==> config.mk <==
export PLATFORM = sky130hd
export DESIGN_NAME = uart_tx_rx_break_irda
export DESIGN_NICKNAME = d
export VERILOG_FILES = /design/src/inc/uart_pkg.sv /design/src/rtl/uart_tx_rx_break_irda.sv
export SDC_FILE = /design/constraint.sdc
export NUM_CORES = 1
export LEC_CHECK = 0
export BUFFER_PORTS_ARGS = -buffer_cell sky130_fd_sc_hd__buf_4
export CORE_MARGIN = 5
export CORE_UTILIZATION = 40
export DETAILED_ROUTE_END_ITERATION = 12
export PLACE_DENSITY = 0.6
export SYNTH_ARGS = -nofsm -noshare
export SYNTH_HDL_FRONTEND = slang
export SYNTH_SLANG_ARGS = --single-unit
==> constraint.sdc <==
create_clock -name hclk -period 10.1 [get_ports hclk]
set_clock_uncertainty 0.1 [all_clocks]
set_input_delay 0.505 -clock hclk [delete_from_list [all_inputs] [get_ports hclk]]
set_output_delay 0.505 -clock hclk [all_outputs]
set_load 0.01 [all_outputs]
==> src/inc/uart_pkg.sv <==
// Constants, register layout and state types of the serial transceiver.
// Assumes a single hclk domain and an AHB-Lite slave port for the registers.
package uart_pkg;
  localparam logic [7:0]  MODE_OFS        = 8'h00;
  localparam logic [7:0]  STAT_OFS        = 8'h04;
  localparam logic [7:0]  TXD_OFS         = 8'h08;
  localparam logic [7:0]  RXD_OFS         = 8'h0C;
  localparam logic [7:0]  BRG_OFS         = 8'h10;
  localparam int          MODE_EN_BIT     = 15;
  localparam int          MODE_INFRARED_ENABLE_BIT_BIT   = 12;
  localparam int          MODE_UEN_LSB    = 8;
  localparam int          MODE_HIGH_SPEED_BAUD_SELECT_BIT   = 3;
  localparam int          MODE_PDSEL_LSB  = 1;
  localparam int          MODE_STSEL_BIT  = 0;
  localparam int          STAT_TXISEL_LSB = 14;
  localparam int          STAT_TXBRK_BIT  = 11;
  localparam int          STAT_TXEN_BIT   = 10;
  localparam int          STAT_TXBF_BIT   = 9;
  localparam int          STAT_TRMT_BIT   = 8;
  localparam int          STAT_RXISEL_LSB = 6;
  localparam int          STAT_PARITY_ERROR_FLAG_BIT   = 3;
  localparam int          STAT_FRAMING_ERROR_FLAG_BIT   = 2;
  localparam int          STAT_RECEIVE_OVERRUN_FLAG_BIT   = 1;
  localparam int          STAT_RXDA_BIT   = 0;
  localparam logic [15:0] MODE_RST        = 16'h0000;
  localparam logic [15:0] BRG_RST         = 16'h0000;
  localparam int          FIFO_DEPTH      = 32;
  localparam int          TX_WIDTH        = 9;
  localparam int          RX_WIDTH        = 11;
  localparam logic [4:0]  TICKS_LO        = 5'h10;
  localparam logic [4:0]  TICKS_HI        = 5'h04;
  localparam logic [3:0]  BREAK_BITS      = 4'hD;
  localparam logic [4:0]  IR_PULSE_TICKS  = 5'h03;
  localparam logic [5:0]  RX_NEAR_FULL    = 6'h18;
  typedef enum logic [2:0] {
    TX_IDLE, TX_START, TX_DATA, TX_PAR, TX_STOP, TX_BREAK
  } tx_state_t;
  typedef enum logic [2:0] {
    RX_IDLE, RX_START, RX_DATA, RX_PAR, RX_STOP
  } rx_state_t;
endpackage

==> src/rtl/uart_tx_rx_break_irda.sv <==
// Serial transceiver with break and sync, flow control pins and infrared
// codec, plus one FIFO that buffers characters in each direction.
// Assumes one AHB-Lite master, pins arriving from outside the hclk domain.
//
// The placing of the registers and the AHB-Lite register port were chosen for this implementation.
`timescale 1ns/100ps

module char_fifo #(
  parameter int WIDTH = 9,
  parameter int DEPTH = 32
) (
  // Clock and reset.
  input  wire logic                       hclk,
  input  wire logic                       hresetn,
  // Filling side.
  input  wire logic                       in_valid,
  output logic                            in_ready,
  input  wire logic [WIDTH-1:0]           in_data,
  // Draining side.
  output logic                            out_valid,
  input  wire logic                       out_ready,
  output logic [WIDTH-1:0]                out_data,
  // Fill level.
  output logic [$clog2(DEPTH):0]          count
);
  localparam int AW = $clog2(DEPTH);
  logic [WIDTH-1:0] mem [DEPTH];
  logic [AW-1:0]    wr_ptr_reg;
  logic [AW-1:0]    rd_ptr_reg;
  logic [AW:0]      count_reg;
  wire              do_push = in_valid & in_ready;
  wire              do_pop  = out_valid & out_ready;

  assign in_ready  = (count_reg != DEPTH[AW:0]);
  assign out_valid = (count_reg != '0);
  assign out_data  = mem[rd_ptr_reg];
  assign count     = count_reg;

  always_ff @(posedge hclk) begin
    if (do_push) begin
      mem[wr_ptr_reg] <= in_data;
    end
  end

  always_ff @(posedge hclk or negedge hresetn) begin
    if (!hresetn) begin
      wr_ptr_reg <= '0;
      rd_ptr_reg <= '0;
      count_reg  <= '0;
    end else begin
      wr_ptr_reg <= do_push ? wr_ptr_reg + 1'b1 : wr_ptr_reg;
      rd_ptr_reg <= do_pop ? rd_ptr_reg + 1'b1 : rd_ptr_reg;
      count_reg  <= count_reg + {{AW{1'b0}}, do_push}
                              - {{AW{1'b0}}, do_pop};
    end
  end
endmodule

module uart_tx_rx_break_irda (
  // Clock and reset.
  input  wire logic        hclk,
  input  wire logic        hresetn,
  // AHB-Lite slave.
  input  wire logic        hsel,
  input  wire logic [31:0] haddr,
  input  wire logic [1:0]  htrans,
  input  wire logic        hwrite,
  input  wire logic [2:0]  hsize,
  input  wire logic [31:0] hwdata,
  input  wire logic        hready,
  output logic             hreadyout,
  output logic             hresp,
  output logic [31:0]      hrdata,
  // Serial and handshake pins.
  input  wire logic        serial_receive_pin,
  output logic             serial_transmit_pin,
  output logic             serial_transmit_oe,
  input  wire logic        clear_to_send_pin_n,
  output logic             request_to_send_pin_n,
  output logic             request_to_send_oe,
  // Interrupt requests towards the interrupt controller.
  output logic             tx_irq,
  output logic             rx_irq
);
  // Register state.
  logic [15:0]        mode_reg;
  logic [15:0]        brg_reg;
  logic [1:0]         txisel_reg;
  logic [1:0]         rxisel_reg;
  logic               transmit_enable_bit_reg;
  logic               send_break_bit_reg;
  logic               receive_overrun_flag_reg;
  logic [31:0]        hrdata_reg;
  logic               dp_wr_reg;
  logic [7:0]         dp_ofs_reg;
  // Pin synchronisers.
  logic [1:0]         rx_sync_reg;
  logic [1:0]         cts_sync_reg;
  // Baud generator, interrupts and pins.
  logic [15:0]        brg_cnt_reg;
  logic               bclk_reg;
  logic               txen_d1_reg;
  logic               txen_d2_reg;
  logic               tx_irq_reg;
  logic               rx_irq_reg;
  logic               tx_pin_reg;
  logic               rts_reg;
  logic [4:0]         ir_hold_reg;
  // Transmitter.
  uart_pkg::tx_state_t tx_state_reg;
  logic [4:0]         tx_sub_reg;
  logic [3:0]         tx_cnt_reg;
  logic [8:0]         tx_shift_reg;
  logic               tx_par_reg;
  // Receiver.
  uart_pkg::rx_state_t rx_state_reg;
  logic [4:0]         rx_sub_reg;
  logic [3:0]         rx_cnt_reg;
  logic [8:0]         rx_shift_reg;
  logic               rx_parity_error_flag_reg;

  // Mode fields.
  wire        mode_en = mode_reg[uart_pkg::MODE_EN_BIT];
  wire        high_speed_baud_select    = mode_reg[uart_pkg::MODE_HIGH_SPEED_BAUD_SELECT_BIT];
  wire [1:0]  pin_enable_field     = mode_reg[uart_pkg::MODE_UEN_LSB +: 2];
  wire [1:0]  pdsel   = mode_reg[uart_pkg::MODE_PDSEL_LSB +: 2];
  wire        two_stop = mode_reg[uart_pkg::MODE_STSEL_BIT];
  wire        nine_bit = (pdsel == 2'h3);
  wire        par_en   = (pdsel == 2'h1) | (pdsel == 2'h2);
  wire        par_odd  = (pdsel == 2'h2);
  wire [3:0]  last_bit = nine_bit ? 4'h8 : 4'h7;
  wire        ir_on = mode_reg[uart_pkg::MODE_INFRARED_ENABLE_BIT_BIT] & ~high_speed_baud_select;
  wire [4:0]  tpb = high_speed_baud_select ? uart_pkg::TICKS_HI : uart_pkg::TICKS_LO;

  // FIFO wires.
  wire        tx_in_ready;
  wire        tx_out_valid;
  wire [8:0]  tx_out_data;
  wire [5:0]  tx_count;
  wire        rx_in_ready;
  wire        rx_out_valid;
  wire [10:0] rx_out_data;
  wire [5:0]  rx_count;

  // Bus decode; only the low address byte selects a register.
  wire        addr_ok = hsel & hready & htrans[1];
  wire        wr_mode = dp_wr_reg & (dp_ofs_reg == uart_pkg::MODE_OFS);
  wire        wr_stat = dp_wr_reg & (dp_ofs_reg == uart_pkg::STAT_OFS);
  wire        wr_brg  = dp_wr_reg & (dp_ofs_reg == uart_pkg::BRG_OFS);
  wire        wr_tx   = dp_wr_reg & (dp_ofs_reg == uart_pkg::TXD_OFS);
  // A write to a full FIFO stalls the bus while transmit is enabled; with transmit disabled the write is dropped.
  wire        tx_stall = wr_tx & ~tx_in_ready & transmit_enable_bit_reg;
  wire        tx_push  = wr_tx & tx_in_ready;
  wire        rd_rx   = addr_ok & ~hwrite & (haddr[7:0] == uart_pkg::RXD_OFS);
  wire        rx_pop  = rd_rx & rx_out_valid;
  wire        transmit_enable_bit_set = wr_stat & hwdata[uart_pkg::STAT_TXEN_BIT]
                          & ~transmit_enable_bit_reg;

  // Baud tick; a fresh transmit enable restarts it from zero.
  wire        brg_tick = (brg_cnt_reg == 16'h0000);
  wire        brg_restart = transmit_enable_bit_set | ~mode_en;

  // Transmit bit timing and line value.
  wire        tx_bit_end = brg_tick & (tx_sub_reg == tpb - 5'h01);
  wire        cts_ok = (pin_enable_field != 2'h2) | ~cts_sync_reg[1];
  wire        tx_start = (tx_state_reg == uart_pkg::TX_IDLE) & mode_en
                         & transmit_enable_bit_reg & tx_out_valid & cts_ok & brg_tick;
  wire        tx_done = (tx_state_reg == uart_pkg::TX_STOP) & tx_bit_end
                        & (~two_stop | (tx_cnt_reg == 4'h1));
  wire        brk_done = (tx_state_reg == uart_pkg::TX_BREAK) & tx_bit_end
                         & (tx_cnt_reg == uart_pkg::BREAK_BITS - 4'h1);
  wire [8:0]  tx_char = nine_bit ? tx_out_data : {1'b0, tx_out_data[7:0]};
  logic       tx_bit;
  always_comb begin
    unique case (tx_state_reg)
      uart_pkg::TX_START, uart_pkg::TX_BREAK: tx_bit = 1'b0;
      uart_pkg::TX_DATA:  tx_bit = tx_shift_reg[0];
      uart_pkg::TX_PAR:   tx_bit = tx_par_reg;
      default:            tx_bit = 1'b1;
    endcase
  end
  // Infrared pulse is 3/16 of a bit for each zero, none for a one.
  wire        ir_tx = ~tx_bit & (tx_sub_reg < uart_pkg::IR_PULSE_TICKS);
  wire        tx_line = ir_on ? ir_tx : tx_bit;

  // Transmit interrupt event chosen by the select field.
  wire        tx_sel_event = (txisel_reg == 2'h1) ? (tx_done & ~tx_out_valid)
                           : (txisel_reg == 2'h2) ? (tx_start
                             & (tx_count == 6'h01))
                           : tx_start;

  // Receive line: plain pin or stretched infrared pulses.
  wire        rx_line = ir_on ? (ir_hold_reg == 5'h00) : rx_sync_reg[1];
  wire        rx_sample = brg_tick & (rx_sub_reg == tpb - 5'h01);
  wire        rx_push = (rx_state_reg == uart_pkg::RX_STOP) & rx_sample;
  wire [8:0]  rx_char = nine_bit ? rx_shift_reg
                                 : {1'b0, rx_shift_reg[8:1]};
  wire [10:0] rx_word = {rx_parity_error_flag_reg, ~rx_line, rx_char};
  wire        rx_level = (rxisel_reg == 2'h2) ? (rx_count >= uart_pkg::RX_NEAR_FULL)
                       : (rxisel_reg == 2'h3) ? ~rx_in_ready
                       : rx_out_valid;

  // Register read mux.
  wire [15:0] stat_word = {txisel_reg, 2'h0, send_break_bit_reg, transmit_enable_bit_reg,
                           ~tx_in_ready,
                           (tx_state_reg == uart_pkg::TX_IDLE) & ~tx_out_valid,
                           rxisel_reg, 2'h0, rx_out_data[10], rx_out_data[9],
                           receive_overrun_flag_reg, rx_out_valid};
  wire [15:0] rd_word = (haddr[7:0] == uart_pkg::MODE_OFS) ? mode_reg
                      : (haddr[7:0] == uart_pkg::STAT_OFS) ? stat_word
                      : (haddr[7:0] == uart_pkg::RXD_OFS)
                        ? {7'h00, rx_out_data[8:0]}
                      : (haddr[7:0] == uart_pkg::BRG_OFS) ? brg_reg
                      : 16'h0000;

  assign hreadyout             = ~tx_stall;
  assign hresp                 = 1'b0;
  assign hrdata                = hrdata_reg;
  assign serial_transmit_pin   = tx_pin_reg;
  assign serial_transmit_oe    = mode_en;
  assign request_to_send_pin_n = rts_reg;
  assign request_to_send_oe    = mode_en & (pin_enable_field != 2'h0);
  assign tx_irq                = tx_irq_reg;
  assign rx_irq                = rx_irq_reg;

  char_fifo #(.WIDTH(uart_pkg::TX_WIDTH), .DEPTH(uart_pkg::FIFO_DEPTH)) tx_fifo (
    .hclk      (hclk),
    .hresetn   (hresetn),
    .in_valid  (tx_push),
    .in_ready  (tx_in_ready),
    .in_data   (hwdata[8:0]),
    .out_valid (tx_out_valid),
    .out_ready (tx_start),
    .out_data  (tx_out_data),
    .count     (tx_count)
  );

  char_fifo #(.WIDTH(uart_pkg::RX_WIDTH), .DEPTH(uart_pkg::FIFO_DEPTH)) rx_fifo (
    .hclk      (hclk),
    .hresetn   (hresetn),
    .in_valid  (rx_push),
    .in_ready  (rx_in_ready),
    .in_data   (rx_word),
    .out_valid (rx_out_valid),
    .out_ready (rx_pop),
    .out_data  (rx_out_data),
    .count     (rx_count)
  );

  // Bus slave and registers.
  always_ff @(posedge hclk or negedge hresetn) begin
    if (!hresetn) begin
      dp_wr_reg  <= 1'b0;
      dp_ofs_reg <= 8'h00;
      hrdata_reg <= 32'h00000000;
      mode_reg   <= uart_pkg::MODE_RST;
      brg_reg    <= uart_pkg::BRG_RST;
      txisel_reg <= 2'h0;
      rxisel_reg <= 2'h0;
      transmit_enable_bit_reg  <= 1'b0;
      send_break_bit_reg <= 1'b0;
      receive_overrun_flag_reg   <= 1'b0;
    end else begin
      if (hready) begin
        dp_wr_reg  <= addr_ok & hwrite;
        dp_ofs_reg <= haddr[7:0];
      end
      if (addr_ok & ~hwrite) begin
        hrdata_reg <= {16'h0000, rd_word};
      end
      if (wr_mode) begin
        mode_reg <= hwdata[15:0];
      end
      if (wr_brg) begin
        brg_reg <= hwdata[15:0];
      end
      if (wr_stat) begin
        txisel_reg <= hwdata[uart_pkg::STAT_TXISEL_LSB +: 2];
        rxisel_reg <= hwdata[uart_pkg::STAT_RXISEL_LSB +: 2];
        transmit_enable_bit_reg  <= hwdata[uart_pkg::STAT_TXEN_BIT];
      end
      // A software write to the status word wins over the hardware clear.
      if (wr_stat) begin
        send_break_bit_reg <= hwdata[uart_pkg::STAT_TXBRK_BIT];
      end else if (brk_done) begin
        send_break_bit_reg <= 1'b0;
      end
      // Overrun is only cleared by software; a new overrun wins.
      if (rx_push & ~rx_in_ready) begin
        receive_overrun_flag_reg <= 1'b1;
      end else if (wr_stat) begin
        receive_overrun_flag_reg <= receive_overrun_flag_reg & hwdata[uart_pkg::STAT_RECEIVE_OVERRUN_FLAG_BIT];
      end
    end
  end

  // Synchronisers, baud generator, interrupts and pin drivers.
  always_ff @(posedge hclk or negedge hresetn) begin
    if (!hresetn) begin
      rx_sync_reg  <= 2'h3;
      cts_sync_reg <= 2'h3;
      brg_cnt_reg  <= 16'h0000;
      bclk_reg     <= 1'b0;
      txen_d1_reg  <= 1'b0;
      txen_d2_reg  <= 1'b0;
      tx_irq_reg   <= 1'b0;
      rx_irq_reg   <= 1'b0;
      tx_pin_reg   <= 1'b1;
      rts_reg      <= 1'b1;
      ir_hold_reg  <= 5'h00;
    end else begin
      rx_sync_reg  <= {rx_sync_reg[0], serial_receive_pin};
      cts_sync_reg <= {cts_sync_reg[0], clear_to_send_pin_n};
      brg_cnt_reg  <= (brg_restart | brg_tick) ?
                      (brg_restart ? 16'h0000 : brg_reg)
                      : brg_cnt_reg - 16'h0001;
      // The 16x clock is high for roughly the upper half of each tick.
      bclk_reg     <= (brg_cnt_reg > {1'b0, brg_reg[15:1]});
      txen_d1_reg  <= transmit_enable_bit_reg;
      txen_d2_reg  <= txen_d1_reg;
      tx_irq_reg   <= (txen_d1_reg & ~txen_d2_reg)
                      | tx_sel_event;
      rx_irq_reg   <= rx_level;
      tx_pin_reg   <= mode_en ? tx_line : ~ir_on;
      if (pin_enable_field == 2'h3) begin
        rts_reg <= bclk_reg;
      end else begin
        rts_reg <= (rx_count >= uart_pkg::RX_NEAR_FULL);
      end
      // A low infrared pulse holds the decoded line low for one bit.
      if (!rx_sync_reg[1]) begin
        ir_hold_reg <= tpb;
      end else if (brg_tick & (ir_hold_reg != 5'h00)) begin
        ir_hold_reg <= ir_hold_reg - 5'h01;
      end
    end
  end

  // Transmitter; the break replaces the dummy character it was started by.
  always_ff @(posedge hclk or negedge hresetn) begin
    if (!hresetn) begin
      tx_state_reg <= uart_pkg::TX_IDLE;
      tx_sub_reg   <= 5'h00;
      tx_cnt_reg   <= 4'h0;
      tx_shift_reg <= 9'h000;
      tx_par_reg   <= 1'b0;
    end else if (!mode_en) begin
      tx_state_reg <= uart_pkg::TX_IDLE;
    end else begin
      if (brg_tick) begin
        tx_sub_reg <= tx_bit_end ? 5'h00 : tx_sub_reg + 5'h01;
      end
      unique case (tx_state_reg)
        uart_pkg::TX_IDLE: begin
          tx_sub_reg <= 5'h00;
          tx_cnt_reg <= 4'h0;
          if (tx_start) begin
            tx_state_reg <= send_break_bit_reg ? uart_pkg::TX_BREAK
                                       : uart_pkg::TX_START;
            tx_shift_reg <= tx_char;
            tx_par_reg   <= (^tx_char) ^ par_odd;
          end
        end
        uart_pkg::TX_START: begin
          if (tx_bit_end) begin
            tx_state_reg <= uart_pkg::TX_DATA;
          end
        end
        uart_pkg::TX_DATA: begin
          if (tx_bit_end) begin
            tx_shift_reg <= {1'b0, tx_shift_reg[8:1]};
            tx_cnt_reg   <= (tx_cnt_reg == last_bit) ? 4'h0
                                                     : tx_cnt_reg + 4'h1;
            if (tx_cnt_reg == last_bit) begin
              tx_state_reg <= par_en ? uart_pkg::TX_PAR : uart_pkg::TX_STOP;
            end
          end
        end
        uart_pkg::TX_PAR: begin
          if (tx_bit_end) begin
            tx_state_reg <= uart_pkg::TX_STOP;
          end
        end
        uart_pkg::TX_STOP: begin
          if (tx_bit_end) begin
            tx_cnt_reg   <= tx_cnt_reg + 4'h1;
            tx_state_reg <= tx_done ? uart_pkg::TX_IDLE : uart_pkg::TX_STOP;
          end
        end
        uart_pkg::TX_BREAK: begin
          if (tx_bit_end) begin
            tx_cnt_reg <= brk_done ? 4'h0 : tx_cnt_reg + 4'h1;
            if (brk_done) begin
              // The queued sync character follows the stop bit.
              tx_state_reg <= uart_pkg::TX_STOP;
            end
          end
        end
      endcase
    end
  end

  // Receiver: start bit is checked at its middle, then one sample per bit.
  always_ff @(posedge hclk or negedge hresetn) begin
    if (!hresetn) begin
      rx_state_reg <= uart_pkg::RX_IDLE;
      rx_sub_reg   <= 5'h00;
      rx_cnt_reg   <= 4'h0;
      rx_shift_reg <= 9'h000;
      rx_parity_error_flag_reg  <= 1'b0;
    end else if (!mode_en) begin
      rx_state_reg <= uart_pkg::RX_IDLE;
    end else begin
      if (brg_tick) begin
        rx_sub_reg <= rx_sample ? 5'h00 : rx_sub_reg + 5'h01;
      end
      unique case (rx_state_reg)
        uart_pkg::RX_IDLE: begin
          rx_sub_reg  <= 5'h00;
          rx_cnt_reg  <= 4'h0;
          rx_parity_error_flag_reg <= 1'b0;
          if (!rx_line) begin
            rx_state_reg <= uart_pkg::RX_START;
          end
        end
        uart_pkg::RX_START: begin
          if (brg_tick & (rx_sub_reg == {1'b0, tpb[4:1]} - 5'h01)) begin
            rx_sub_reg   <= 5'h00;
            rx_state_reg <= rx_line ? uart_pkg::RX_IDLE : uart_pkg::RX_DATA;
          end
        end
        uart_pkg::RX_DATA: begin
          if (rx_sample) begin
            rx_shift_reg <= {rx_line, rx_shift_reg[8:1]};
            rx_cnt_reg   <= rx_cnt_reg + 4'h1;
            if (rx_cnt_reg == last_bit) begin
              rx_state_reg <= par_en ? uart_pkg::RX_PAR : uart_pkg::RX_STOP;
            end
          end
        end
        uart_pkg::RX_PAR: begin
          if (rx_sample) begin
            rx_parity_error_flag_reg  <= rx_line ^ (^rx_char) ^ par_odd;
            rx_state_reg <= uart_pkg::RX_STOP;
          end
        end
        uart_pkg::RX_STOP: begin
          if (rx_sample) begin
            rx_state_reg <= uart_pkg::RX_IDLE;
          end
        end
      endcase
    end
  end
endmodule

# Word-level counts from Yosys, hierarchy flattened
# Memory sizes are Yosys's and may differ from the RTL's.
# Index checks and enable logic that the tools add are counted.
# W data, S select, Z words.
# totals
reg_bits	172
ram_bits	640
in_bits	76
output_inout_bits	40
word_cells	278
n_memories	2
# op_classes
add_sub_neg	16
order_cmp	3
n_eq_ne	55
mux	71
bitwise_logic	65
n_reduce_logical	29
# memory_table
memory	words	width	rd	rd_clocked_by_memory_dff	wr	line_no	source
rx_fifo.mem	32	11	1	0	1	uart_tx_rx_break_irda.sv:27	logic [WIDTH-1:0] mem [DEPTH];
tx_fifo.mem	32	9	1	0	1	uart_tx_rx_break_irda.sv:27	
# ops
cell	count
$mux W16	6
$mux W3	19
$mux W5	9
$and A1 B1 Y1	42
$ne A3 B3 Y1 const B	13
$mux W9	4
$add A5 B1 Y5 const B	6
$mux W4	7
$pmux W3 S6	1
$pmux W9 S2	1
$reduce_xor A9 Y1	2
$mux W1	17
$eq A8 B3 Y1 const B	2
$eq A8 B4 Y1 const B	2
$eq A8 B5 Y1 const B	2
$gt A16 B15 Y1	1
$logic_not A16 Y1	1
$logic_not A8 Y1	2
$pmux W4 S4	1
$sub A16 B1 Y16 const B	1
$eq A5 B5 Y1	3
$pmux W3 S5	1
$not A1 Y1	14
$reduce_bool A2 Y1	7
39 further kinds	75

# Longest topological paths before layout
# Gate-level depths: netlist of run 1.
# depth
depth_word	10
mapped_depth	16
ltp_nobuf	15

# Cells and area by module
# A second synthesis of run 1 with hierarchy kept.
# unflattened
cells_unflattened	2110
area_unflattened_um2	34662.0
# by_module_without_submodules
mod	n_inst	cells_each	area_each_um2	seq_area_each_um2
char_fifo (rx_fifo)	1	709	14496.4	10970.5
char_fifo (tx_fifo)	1	604	12154.2	9048.7
uart_tx_rx_break_irda	1	797	8011.4	3510.9

# Least setup slack after synthesis of run 1
# Ideal clock, no wire load.
# synth_timing
kind	register -> register
from	register brg_cnt_reg[12]
to	register tx_fifo.count_reg[5], in the netlist tx_fifo.count[5]
setup_time_ns	0.079
arrival_time_ns	3.317
required_ns	9.921
setup_slack_ns	6.603
path_stages_with_launch	15
n_path_buf	1
period_less_slack_ns	3.497
path_cell_list	dfrtp_1 -> or4_4 -> nor3b_4 -> nand3_2 -> or4_4 -> buf_6 -> inv_1 -> ha_1 -> inv_1 -> ha_1 -> a21o_1 -> a21oi_1 -> o21bai_1 -> a21oi_1 -> xor2_1
# synth_between
elab_chain_cells	4
# synth_rtl
item	line_no	source
from (decl)	uart_tx_rx_break_irda.sv:100	logic [15:0] brg_cnt_reg;
from (signal assigned)	uart_tx_rx_break_irda.sv:314	brg_cnt_reg <= (brg_restart | brg_tick) ?
$logic_not A16 Y1	uart_tx_rx_break_irda.sv:160	wire brg_tick = (brg_cnt_reg == 16'h0000);
$and A1 B1 Y1	uart_tx_rx_break_irda.sv:167	& transmit_enable_bit_reg & tx_out_valid & cts_ok & brg_tick;
$and A1 B1 Y1	uart_tx_rx_break_irda.sv:32	wire do_pop = out_valid & out_ready;
named net tx_fifo.do_pop	uart_tx_rx_break_irda.sv:32	
$sub A6 B1 Y6	uart_tx_rx_break_irda.sv:54	- {{AW{1'b0}}, do_pop};
to (signal assigned)	uart_tx_rx_break_irda.sv:53	count_reg <= count_reg + {{AW{1'b0}}, do_push}
to (decl)	uart_tx_rx_break_irda.sv:30	logic [AW:0] count_reg;
# The timed path passes the listed nets, and every way through them passes these cells.
# A chain may end at the register's enable or synchronous reset.

# Worst setup path after layout of run 1
# layout_timing
from	register brg_cnt_reg[6]
to	memory rx_fifo.mem[20][0] in the netlist's numbering (enable)
# layout_between
elab_chain_cells	6
# layout_rtl
item	line_no	source
$logic_not A16 Y1	uart_tx_rx_break_irda.sv:160	
$and A1 B1 Y1	uart_tx_rx_break_irda.sv:194	wire rx_sample = brg_tick & (rx_sub_reg == tpb - 5'h01);
$and A1 B1 Y1	uart_tx_rx_break_irda.sv:195	wire rx_push = (rx_state_reg == uart_pkg::RX_STOP) & rx_sample;
$and A1 B1 Y1	uart_tx_rx_break_irda.sv:31	wire do_push = in_valid & in_ready;
$mux W1	uart_tx_rx_break_irda.sv:40	if (do_push) begin
$mux W1 (not written as such)	uart_tx_rx_break_irda.sv:41	mem[wr_ptr_reg] <= in_data;
to (decl)	uart_tx_rx_break_irda.sv:27	
# Every way passes these cells.

==> metrics, run 1 <==
worst r2r path cells=6; Cell Pwr Density=194 nW/um^2; remaining antenna violation count=0; reg2reg setup slack=5.68 ns; count of cell types in the netlist=78; slowest CP cell=nor2_1; clock sink total=812; sequential power share=50.5%; Congestion Overflow GR=0; WP data required=10.23 ns; final setup vio count=0; WL/cell=22.7 um; Ys Warns=0; share of cells above drive strength 1=22.1%; Die Y=302 um; max reg flops=352; vias per cell=5.39; most numerous cell in the Yosys netlist=edfxtp_1; Async SR Flop Fraction=21.2%; CP startpoint kind=register; CTS Buffer Depth=3; DR iter-0 viols=1331; vias in the first global route=18166; num rows=107; initial core utilization=40.2%; Fill cells=7328; Critical Path, Cell by Cell=or4_4 > or3_1 > nor4_4 > and3_1 > nand2_1 > nor2_1; Synth Register Bits=812; Worst-path clk slew=0.06 ns; CP arrival=4.55 ns; ys flop type=edfxtp_1; fin nets=2183; P_sw=1.72 mW; Largest Register=rx_fifo.mem; H-Tree Depth=3; detailed placer's ending HPWL=46600 um; outcome=finished, final reports clean; core box area=84900 um^2; RR Endpoint=rx_fifo.mem[20][0]$_DFFE_PP_; Critical Path Fanout Max=11; Routed WL=74000 um; Comb power frac=7.6%; Largest regs=rx_fifo.mem (352), tx_fifo.mem (288); top cell types by occurrence after synthesis=edfxtp_1 (640), mux4_2 (184), dfrtp_1 (166); Levels on crit path=6; Worst path max stage delay=0.99 ns; largest net degree at the start of global routing=109; num ports=116; hold path depth=2; global-route wire length before repair=114000 um; die area=91200 um^2; Die Span X=302 um; unrepaired setup endpoints after global routing=no; Initial DRT Pass Iterations=7; max-cap violations=0; initial antenna violation count=1; Post-synth EDFFs=640; worst hold path type=in -> reg; final hold vios=0; Port Buf Inserts=54; gr usage total=16.3%; post-synth top area cell=edfxtp_1; CP top delay family=simple AND/OR/NAND/NOR gates; Setup crit end kind=register; Area Growth Syn to Fin=13.0%; Post-CTS Resized=0; critical path capture point=rx_fifo.mem[20][0]$_DFFE_PP_; Peak VDD IR=0.136 mV; drt drc=0; switching share of power=23.1%; Clock power frac=41.9%; Leak=12.5 nW; CTS buffer count=83; Clock Latency Late Sink=0.64 ns; Netlist Area Pre-Place=34100 um^2; Power Internal=5.74 mW; min cycle time layout=4.42 ns; Root Driver=clkbuf_16; mean post-synth cell area=17.3 um^2; Slew @ Worst Pin=1.25 ns; Util after Layout=45.4%; vias after detailed routing=17570; # diodes=0; reg2reg start=brg_cnt_reg[6]$_DFF_PN0_; Synth area leaders=edfxtp_1 (56%), dfrtp_1 (12%), mux4_2 (12%); final critical-path share of the clock period=43.7%; Seq/Total Area, Yosys=69.0%; FMAX=0.226 GHz; cells after synthesis=1971; worst setup path startpoint=brg_cnt_reg[6]$_DFF_PN0_; CTS tree=built; share of the synthesized area in the top cell type=56.4%; routability cong.=0.817; Final Max Tran Viols=0; Setup CP Type=reg -> reg; crit path buf inv count=0; Total Neg Setup Slack=0 ns; Rel. slew slack=16.7%
==> per-layer routing <==
metal / wire length [um] / track usage (%)
met2: 35300 / 25.8
met4: 2030 / 5.30
met1: 33000 / 23.5
met5: 0 / 0
met3: 3660 / 2.55
==> metrics by stage <==
step                      setup slack [ns]  std cells  instance area [um^2]  total power, mW  hold slack (ns)
final                                 5.68       3259                 38500             7.47           0.0437
after global routing                  5.42       3259                 38500             7.76           0.0237
after CTS                             5.65       3259                 38500             7.54          0.00554
after detailed placement              5.65       3095                 35600             4.40            0.247
after global placement                5.74       3095                 35600             4.38            0.247
after floorplan                       6.60       1987                 34200             4.23            0.109
==> worst min-delay path by stage <==
stage	start	end
3_5_place_dp	rx_sync_reg[0]$_DFF_PN1_	rx_sync_reg[1]$_DFF_PN1_
3_3_place_gp	rx_sync_reg[0]$_DFF_PN1_	rx_sync_reg[1]$_DFF_PN1_
5_1_grt	haddr[7]	dp_ofs_reg[7]$_DFFE_PN0P_
6_report	haddr[6]	dp_ofs_reg[6]$_DFFE_PN0P_
4_1_cts	haddr[7]	dp_ofs_reg[7]$_DFFE_PN0P_
2_1_floorplan	hresetn	bclk_reg$_DFF_PN0_
==> cell usage in the layout (no fill, tap or decap), types with 40 or more instances in the layout <==
cell,n
ha_1,57
nor2_1,143
mux2i_1,40
mux4_2,184
mux2_2,56
clkbuf_16,83
o21ai_0,61
edfxtp_1,640
nand2_1,101
inv_1,59
dfrtp_1,162
buf_4,71
==> timing repair <==
action | CTS | global route
setup buffers | 0 | 0
hold buffers | 12 | 0
hold endpoints to repair | 116 | 0
==> power by group through the flow <==
stage	Sequential, mW	Combinational (mW)	Clock, mW
6_report	3.77	0.564	3.13
3_3_place_gp	3.83	0.545	0
5_1_grt	3.79	0.641	3.34
4_1_cts	3.77	0.569	3.20
3_5_place_dp	3.84	0.561	0
2_1_floorplan	3.80	0.425	0
==> logic make-up after synthesis <==
logic type,count (synthesis),synth area share (%)
DFF,812,69.0
buffers and inverters,167,2.26
and+or+nand+nor,371,5.30
other,1,0.0110
xor gates and xnor gates,59,1.73
AOI/OAI and AO/OA,221,4.27
muxes,281,15.2
adders and majority gates,59,2.21
==> area by class of cell <==
class | count | area (um^2) | share of cell area (%)
timing repair buffer | 84 | 667 | 1.73
clock buffer | 108 | 2210 | 5.74
sequential | 812 | 23500 | 61.1
tap | 1144 | 1430 | 3.72
multi-input combinational | 1008 | 9870 | 25.6
clock inverter | 44 | 578 | 1.50
inverter | 59 | 221 | 0.575
Note: power is estimated with default switching activity, not from simulation.
==> run 2: changes to the inputs <==
==> constraint.sdc (replaced) <==
create_clock -name hclk -period 4.2 [get_ports hclk]
set_clock_uncertainty 0.1 [all_clocks]
set_input_delay 0.21 -clock hclk [delete_from_list [all_inputs] [get_ports hclk]]
set_output_delay 0.21 -clock hclk [all_outputs]
set_load 0.01 [all_outputs]
==> metrics, run 2 (same netlist as run 1, synthesis figures left out) <==
Clock Latency Late Sink=0.62 ns; unrepaired setup endpoints after global routing=no; initial core utilization=40.2%; remaining antenna violation count=0; Routed WL=75700 um; worst hold margin=0.136 ns; detailed placer's ending HPWL=48600 um; Slew @ Worst Pin=1.01 ns; die area=91200 um^2; CTS buffer count=83; CP startpoint kind=register; vias in the first global route=18684; Largest regs=rx_fifo.mem (352), tx_fifo.mem (288); Peak VDD IR=0.289 mV; CP arrival=4.25 ns; final critical-path share of the clock period=90.6%; routability cong.=0.827; clock sink total=812; max reg flops=352; slack of the critical path=0.394 ns; # diodes=0; Largest Register=rx_fifo.mem; WP data required=4.65 ns; Setup CP Type=reg -> reg; core box area=84900 um^2; worst hold path type=in -> async; Congestion Overflow GR=0; initial antenna violation count=1; vias per cell=5.38; min cycle time layout=3.81 ns; DR iter-0 viols=1503; Initial DRT Pass Iterations=5; outcome=finished, final reports clean; Final Max Tran Viols=0; H-Tree Depth=3; global-route wire length before repair=116000 um; num ports=116; dpl ws=0.428 ns; num rows=107; Critical Path Fanout Max=9; Rel. slew slack=32.8%; vias after detailed routing=18063; Fill cells=7251; drt drc=0; largest net degree at the start of global routing=111; share of cells above drive strength 1=24.6%; final setup vio count=0; Area Growth Syn to Fin=15.2%; CTS Buffer Depth=3; CTS tree=built; Setup crit end kind=register; fin nets=2286; Port Buf Inserts=54; most frequent cells in the layout=edfxtp_1 (640), mux4_2 (184), dfrtp_1 (162); max-cap violations=0; WL/cell=22.6 um; Leak=13.0 nW; Die Y=302 um; Worst-path clk slew=0.06 ns; gr usage total=16.6%; Design Power=17.6 mW; Die Span X=302 um; Root Driver=clkbuf_16; Total Neg Setup Slack=0 ns; Post-CTS Resized=0; FMAX=0.263 GHz; Cell Pwr Density=448 nW/um^2; Util after Layout=46.3%; commonest non-fill, non-tap cell in the layout=edfxtp_1; final hold vios=0
## run 2: layout make-up
| cell class | instances | area, um^2 | share of cell area, % |
|---|---|---|---|
| clock inverters | 33 | 359 | 0.914 |
| multi-input cells | 1008 | 9870 | 25.1 |
| clock buffers | 113 | 2290 | 5.83 |
| repair buffers | 187 | 1570 | 4.00 |
| well taps | 1144 | 1430 | 3.64 |
| inverters | 59 | 221 | 0.564 |
| flip-flops and latches | 812 | 23500 | 59.9 |
## run 2: what timing repair did
| action | CTS | global route |
|---|---|---|
| endpoints found under the hold margin | 432 | 0 |
| hold buffers | 35 | 0 |
| setup buffers | 0 | 0 |
## run 2: worst max-delay path: stages (launching register included)
cell and delay (ns):
dfrtp_1 0.40, inv_1 0.14, ha_1 0.16, nor4b_1 0.33
nor3b_4 0.36, nand3_2 0.15, or4_4 0.66, inv_1 0.13
ha_1 0.14, inv_1 0.06, ha_1 0.29, a21o_1 0.16
a21oi_1 0.22, o21bai_1 0.09, a21oi_1 0.18, xor2_1 0.15
## run 2: report_power, final
group          switching [mW]  internal [mW]  total (mW)  leakage (nW)
logic                   0.832          0.585        1.42          4.24
clock network            3.03           4.09        7.12          1.28
registers               0.238           8.83        9.07          7.46
total                    4.10           13.5        17.6          13.0
## run 2: worst paths after layout
check	cells past startpoint	endpoint	from	slack, ns
min in group hclk	2	rx_sync_reg[0]$_DFF_PN1_	serial_receive_pin	0.14
setup reg to reg	15	tx_fifo.count[5]$_DFF_PN0_	brg_cnt_reg[0]$_DFF_PN0_	0.39
setup / recovery	15	tx_fifo.count[5]$_DFF_PN0_	brg_cnt_reg[0]$_DFF_PN0_	0.39
hold reg to reg	0	cts_sync_reg[1]$_DFF_PN1_	cts_sync_reg[0]$_DFF_PN1_	0.26
hold / removal	2	ir_hold_reg[3]$_DFFE_PN0P_	hresetn	0.14
max in group asynchronous	3	rx_fifo.rd_ptr_reg[0]$_DFFE_PN0P_	hresetn	2.75
## run 2: layer usage
metal	vias up	global-route usage (%)	wire length, um
met5	-	0	0
met4	0	4.79	1970
met1	9453	23.5	33300
met2	462	26.9	36400
li1	8039	-	-
met3	109	3.01	4040
## run 2: per-stage QoR
stage | instances | cell area (um^2)
global route | 3356 | 39300
floorplan | 1987 | 34200
finish | 3356 | 39300
CTS | 3356 | 39300
global placement | 3175 | 36300
detailed placement | 3175 | 36300
==> run 3: changes to the inputs <==
--- a/config.mk
+++ b/config.mk
@@ -10,6 +10,7 @@
 export CORE_UTILIZATION = 40
 export DETAILED_ROUTE_END_ITERATION = 12
 export PLACE_DENSITY = 0.6
+export RECOVER_POWER = 25
 export SYNTH_ARGS = -nofsm -noshare
 export SYNTH_HDL_FRONTEND = slang
 export SYNTH_SLANG_ARGS = --single-unit
==> metrics, run 3 (same netlist as run 1, synthesis figures left out) <==
outcome=complete, but fails checks; failing checks=max-capacitance violations, max-slew violations; worst r2r path cells=15; worst hold margin=0.149 ns; most frequent cells in the layout=edfxtp_1 (640), mux4_2 (184), dfrtp_1 (162); initial antenna violation count=1; remaining antenna violation count=0; Setup CP Type=reg -> reg; share of cells above drive strength 1=24.1%; CTS tree=built; Port Buf Inserts=54; final setup vio count=0; die area=91200 um^2; worst setup path startpoint=brg_cnt_reg[0]$_DFF_PN0_; num ports=116; global-route wire length before repair=116000 um; drt drc=0; Largest Register=rx_fifo.mem; Area Growth Syn to Fin=15.1%; Cell Pwr Density=449 nW/um^2; worst hold path type=in -> reg; FMAX=0.263 GHz; Leak=12.9 nW; Fill cells=7258; CP startpoint kind=register; Rel. slew slack=-98.8%; Largest regs=rx_fifo.mem (352), tx_fifo.mem (288); H-Tree Depth=3; Post-CTS Resized=0; Initial DRT Pass Iterations=5; min cycle time layout=3.81 ns; max reg flops=352; routability cong.=0.827; Root Driver=clkbuf_16; RR Endpoint=tx_fifo.count[5]$_DFF_PN0_; final hold vios=0; wire length on met1=33300 um; unrepaired setup endpoints after global routing=no; reg2reg start=brg_cnt_reg[0]$_DFF_PN0_; Congestion Overflow GR=0; initial core utilization=40.2%; CP arrival=4.25 ns; Die Span X=302 um; Die Y=302 um; largest net degree at the start of global routing=111; metal2 WL=36300 um; max-cap violations=11; vias per cell=5.39; Routed WL=75700 um; final critical-path share of the clock period=90.6%; WL/cell=22.6 um; Total Neg Setup Slack=0 ns; DR iter-0 viols=1612; detailed placer's ending HPWL=48600 um; fin nets=2286; Post-CTS Setup Repair Bufs=0; CTS Buffer Depth=3; Design Power=17.6 mW; vias after detailed routing=18092; Clock Latency Late Sink=0.63 ns; num rows=107; gr usage total=16.6%; commonest non-fill, non-tap cell in the layout=edfxtp_1; core box area=84900 um^2; routed length on met3=4030 um; Final Max Tran Viols=464; reg2reg setup slack=0.39 ns; WP data required=4.65 ns; critical path capture point=tx_fifo.count[5]$_DFF_PN0_; CTS buffer count=83; vias in the first global route=18684; # diodes=0; Setup crit end kind=register; Critical Path Fanout Max=9; Slew @ Worst Pin=2.98 ns; top sig layer=met4; Peak VDD IR=0.289 mV; Util after Layout=46.2%; Worst-path clk slew=0.06 ns; clock sink total=812
run 3: cell types whose count changed in the layout (fill, tap and decap cells not counted):
cell | previous run | this run
buf_4 | 145 | 133
clkbuf_1 | 20 | 30
clkbuf_4 | 0 | 2
clkbuf_2 | 0 | 1
clkbuf_8 | 11 | 10
dfstp_1 | 0 | 1
dfstp_2 | 6 | 5
run 3: timing repair:
| item | in CTS | in global routing |
|---|---|---|
| endpoints found under the setup margin | 0 | 0 |
| hold buffers | 35 | 0 |
| hold endpoints to repair | 432 | 0 |
run 3: metal layers:
layer	GRT usage, %	vias to the layer above
li1	-	8038
met1	23.5	9473
met2	26.9	466
met3	3.01	115
met4	4.79	0
met5	0	-
run 3: how the worst min path moves through the flow:
stage	from	slack, ns	end	depth (start not counted)
floorplan	hresetn	-0.19	bclk_reg$_DFF_PN0_	0
global placement	clear_to_send_pin_n	0.22	cts_sync_reg[0]$_DFF_PN1_	1
detailed placement	clear_to_send_pin_n	0.22	cts_sync_reg[0]$_DFF_PN1_	1
CTS	clear_to_send_pin_n	0.1	cts_sync_reg[0]$_DFF_PN1_	2
global route	serial_receive_pin	0.12	rx_sync_reg[0]$_DFF_PN1_	2
finish	clear_to_send_pin_n	0.15	cts_sync_reg[0]$_DFF_PN1_	2
run 3: cell type report:
type	instances	area [um^2]	area share (%)
sequential	812	23500	60.0
multi-input combinational	1008	9870	25.2
clock inverter	33	359	0.915
inverter	59	221	0.564
timing repair buffer	187	1530	3.89
tap	1144	1430	3.65
clock buffer	113	2290	5.83
run 3: worst max-delay path: stages, from the launching register on:
cell and delay (ns):
dfrtp_1 0.41, inv_1 0.14, ha_1 0.16, nor4b_1 0.33
nor3b_4 0.36, nand3_2 0.15, or4_4 0.66, inv_1 0.12
ha_1 0.14, inv_1 0.06, ha_1 0.29, a21o_1 0.16
a21oi_1 0.22, o21bai_1 0.09, a21oi_1 0.18, xor2_1 0.15
run 3: report_power, final:
part | switching [mW] | internal, mW | total (mW) | leakage [nW]
clock | 3.04 | 4.09 | 7.13 | 1.28
sequential | 0.238 | 8.83 | 9.07 | 7.46
combinational | 0.832 | 0.580 | 1.41 | 4.20
total | 4.11 | 13.5 | 17.6 | 12.9
run 3: stage by stage:
stage | worst slack (ns) | instance area, um^2 | instances
final | 0.394 | 39200 | 3356
after global routing | 0.0496 | 39200 | 3356
after floorplan | 0.703 | 34200 | 1987
after detailed placement | 0.428 | 36300 | 3175
after global placement | 0.480 | 36300 | 3175
after CTS | 0.377 | 39300 | 3356
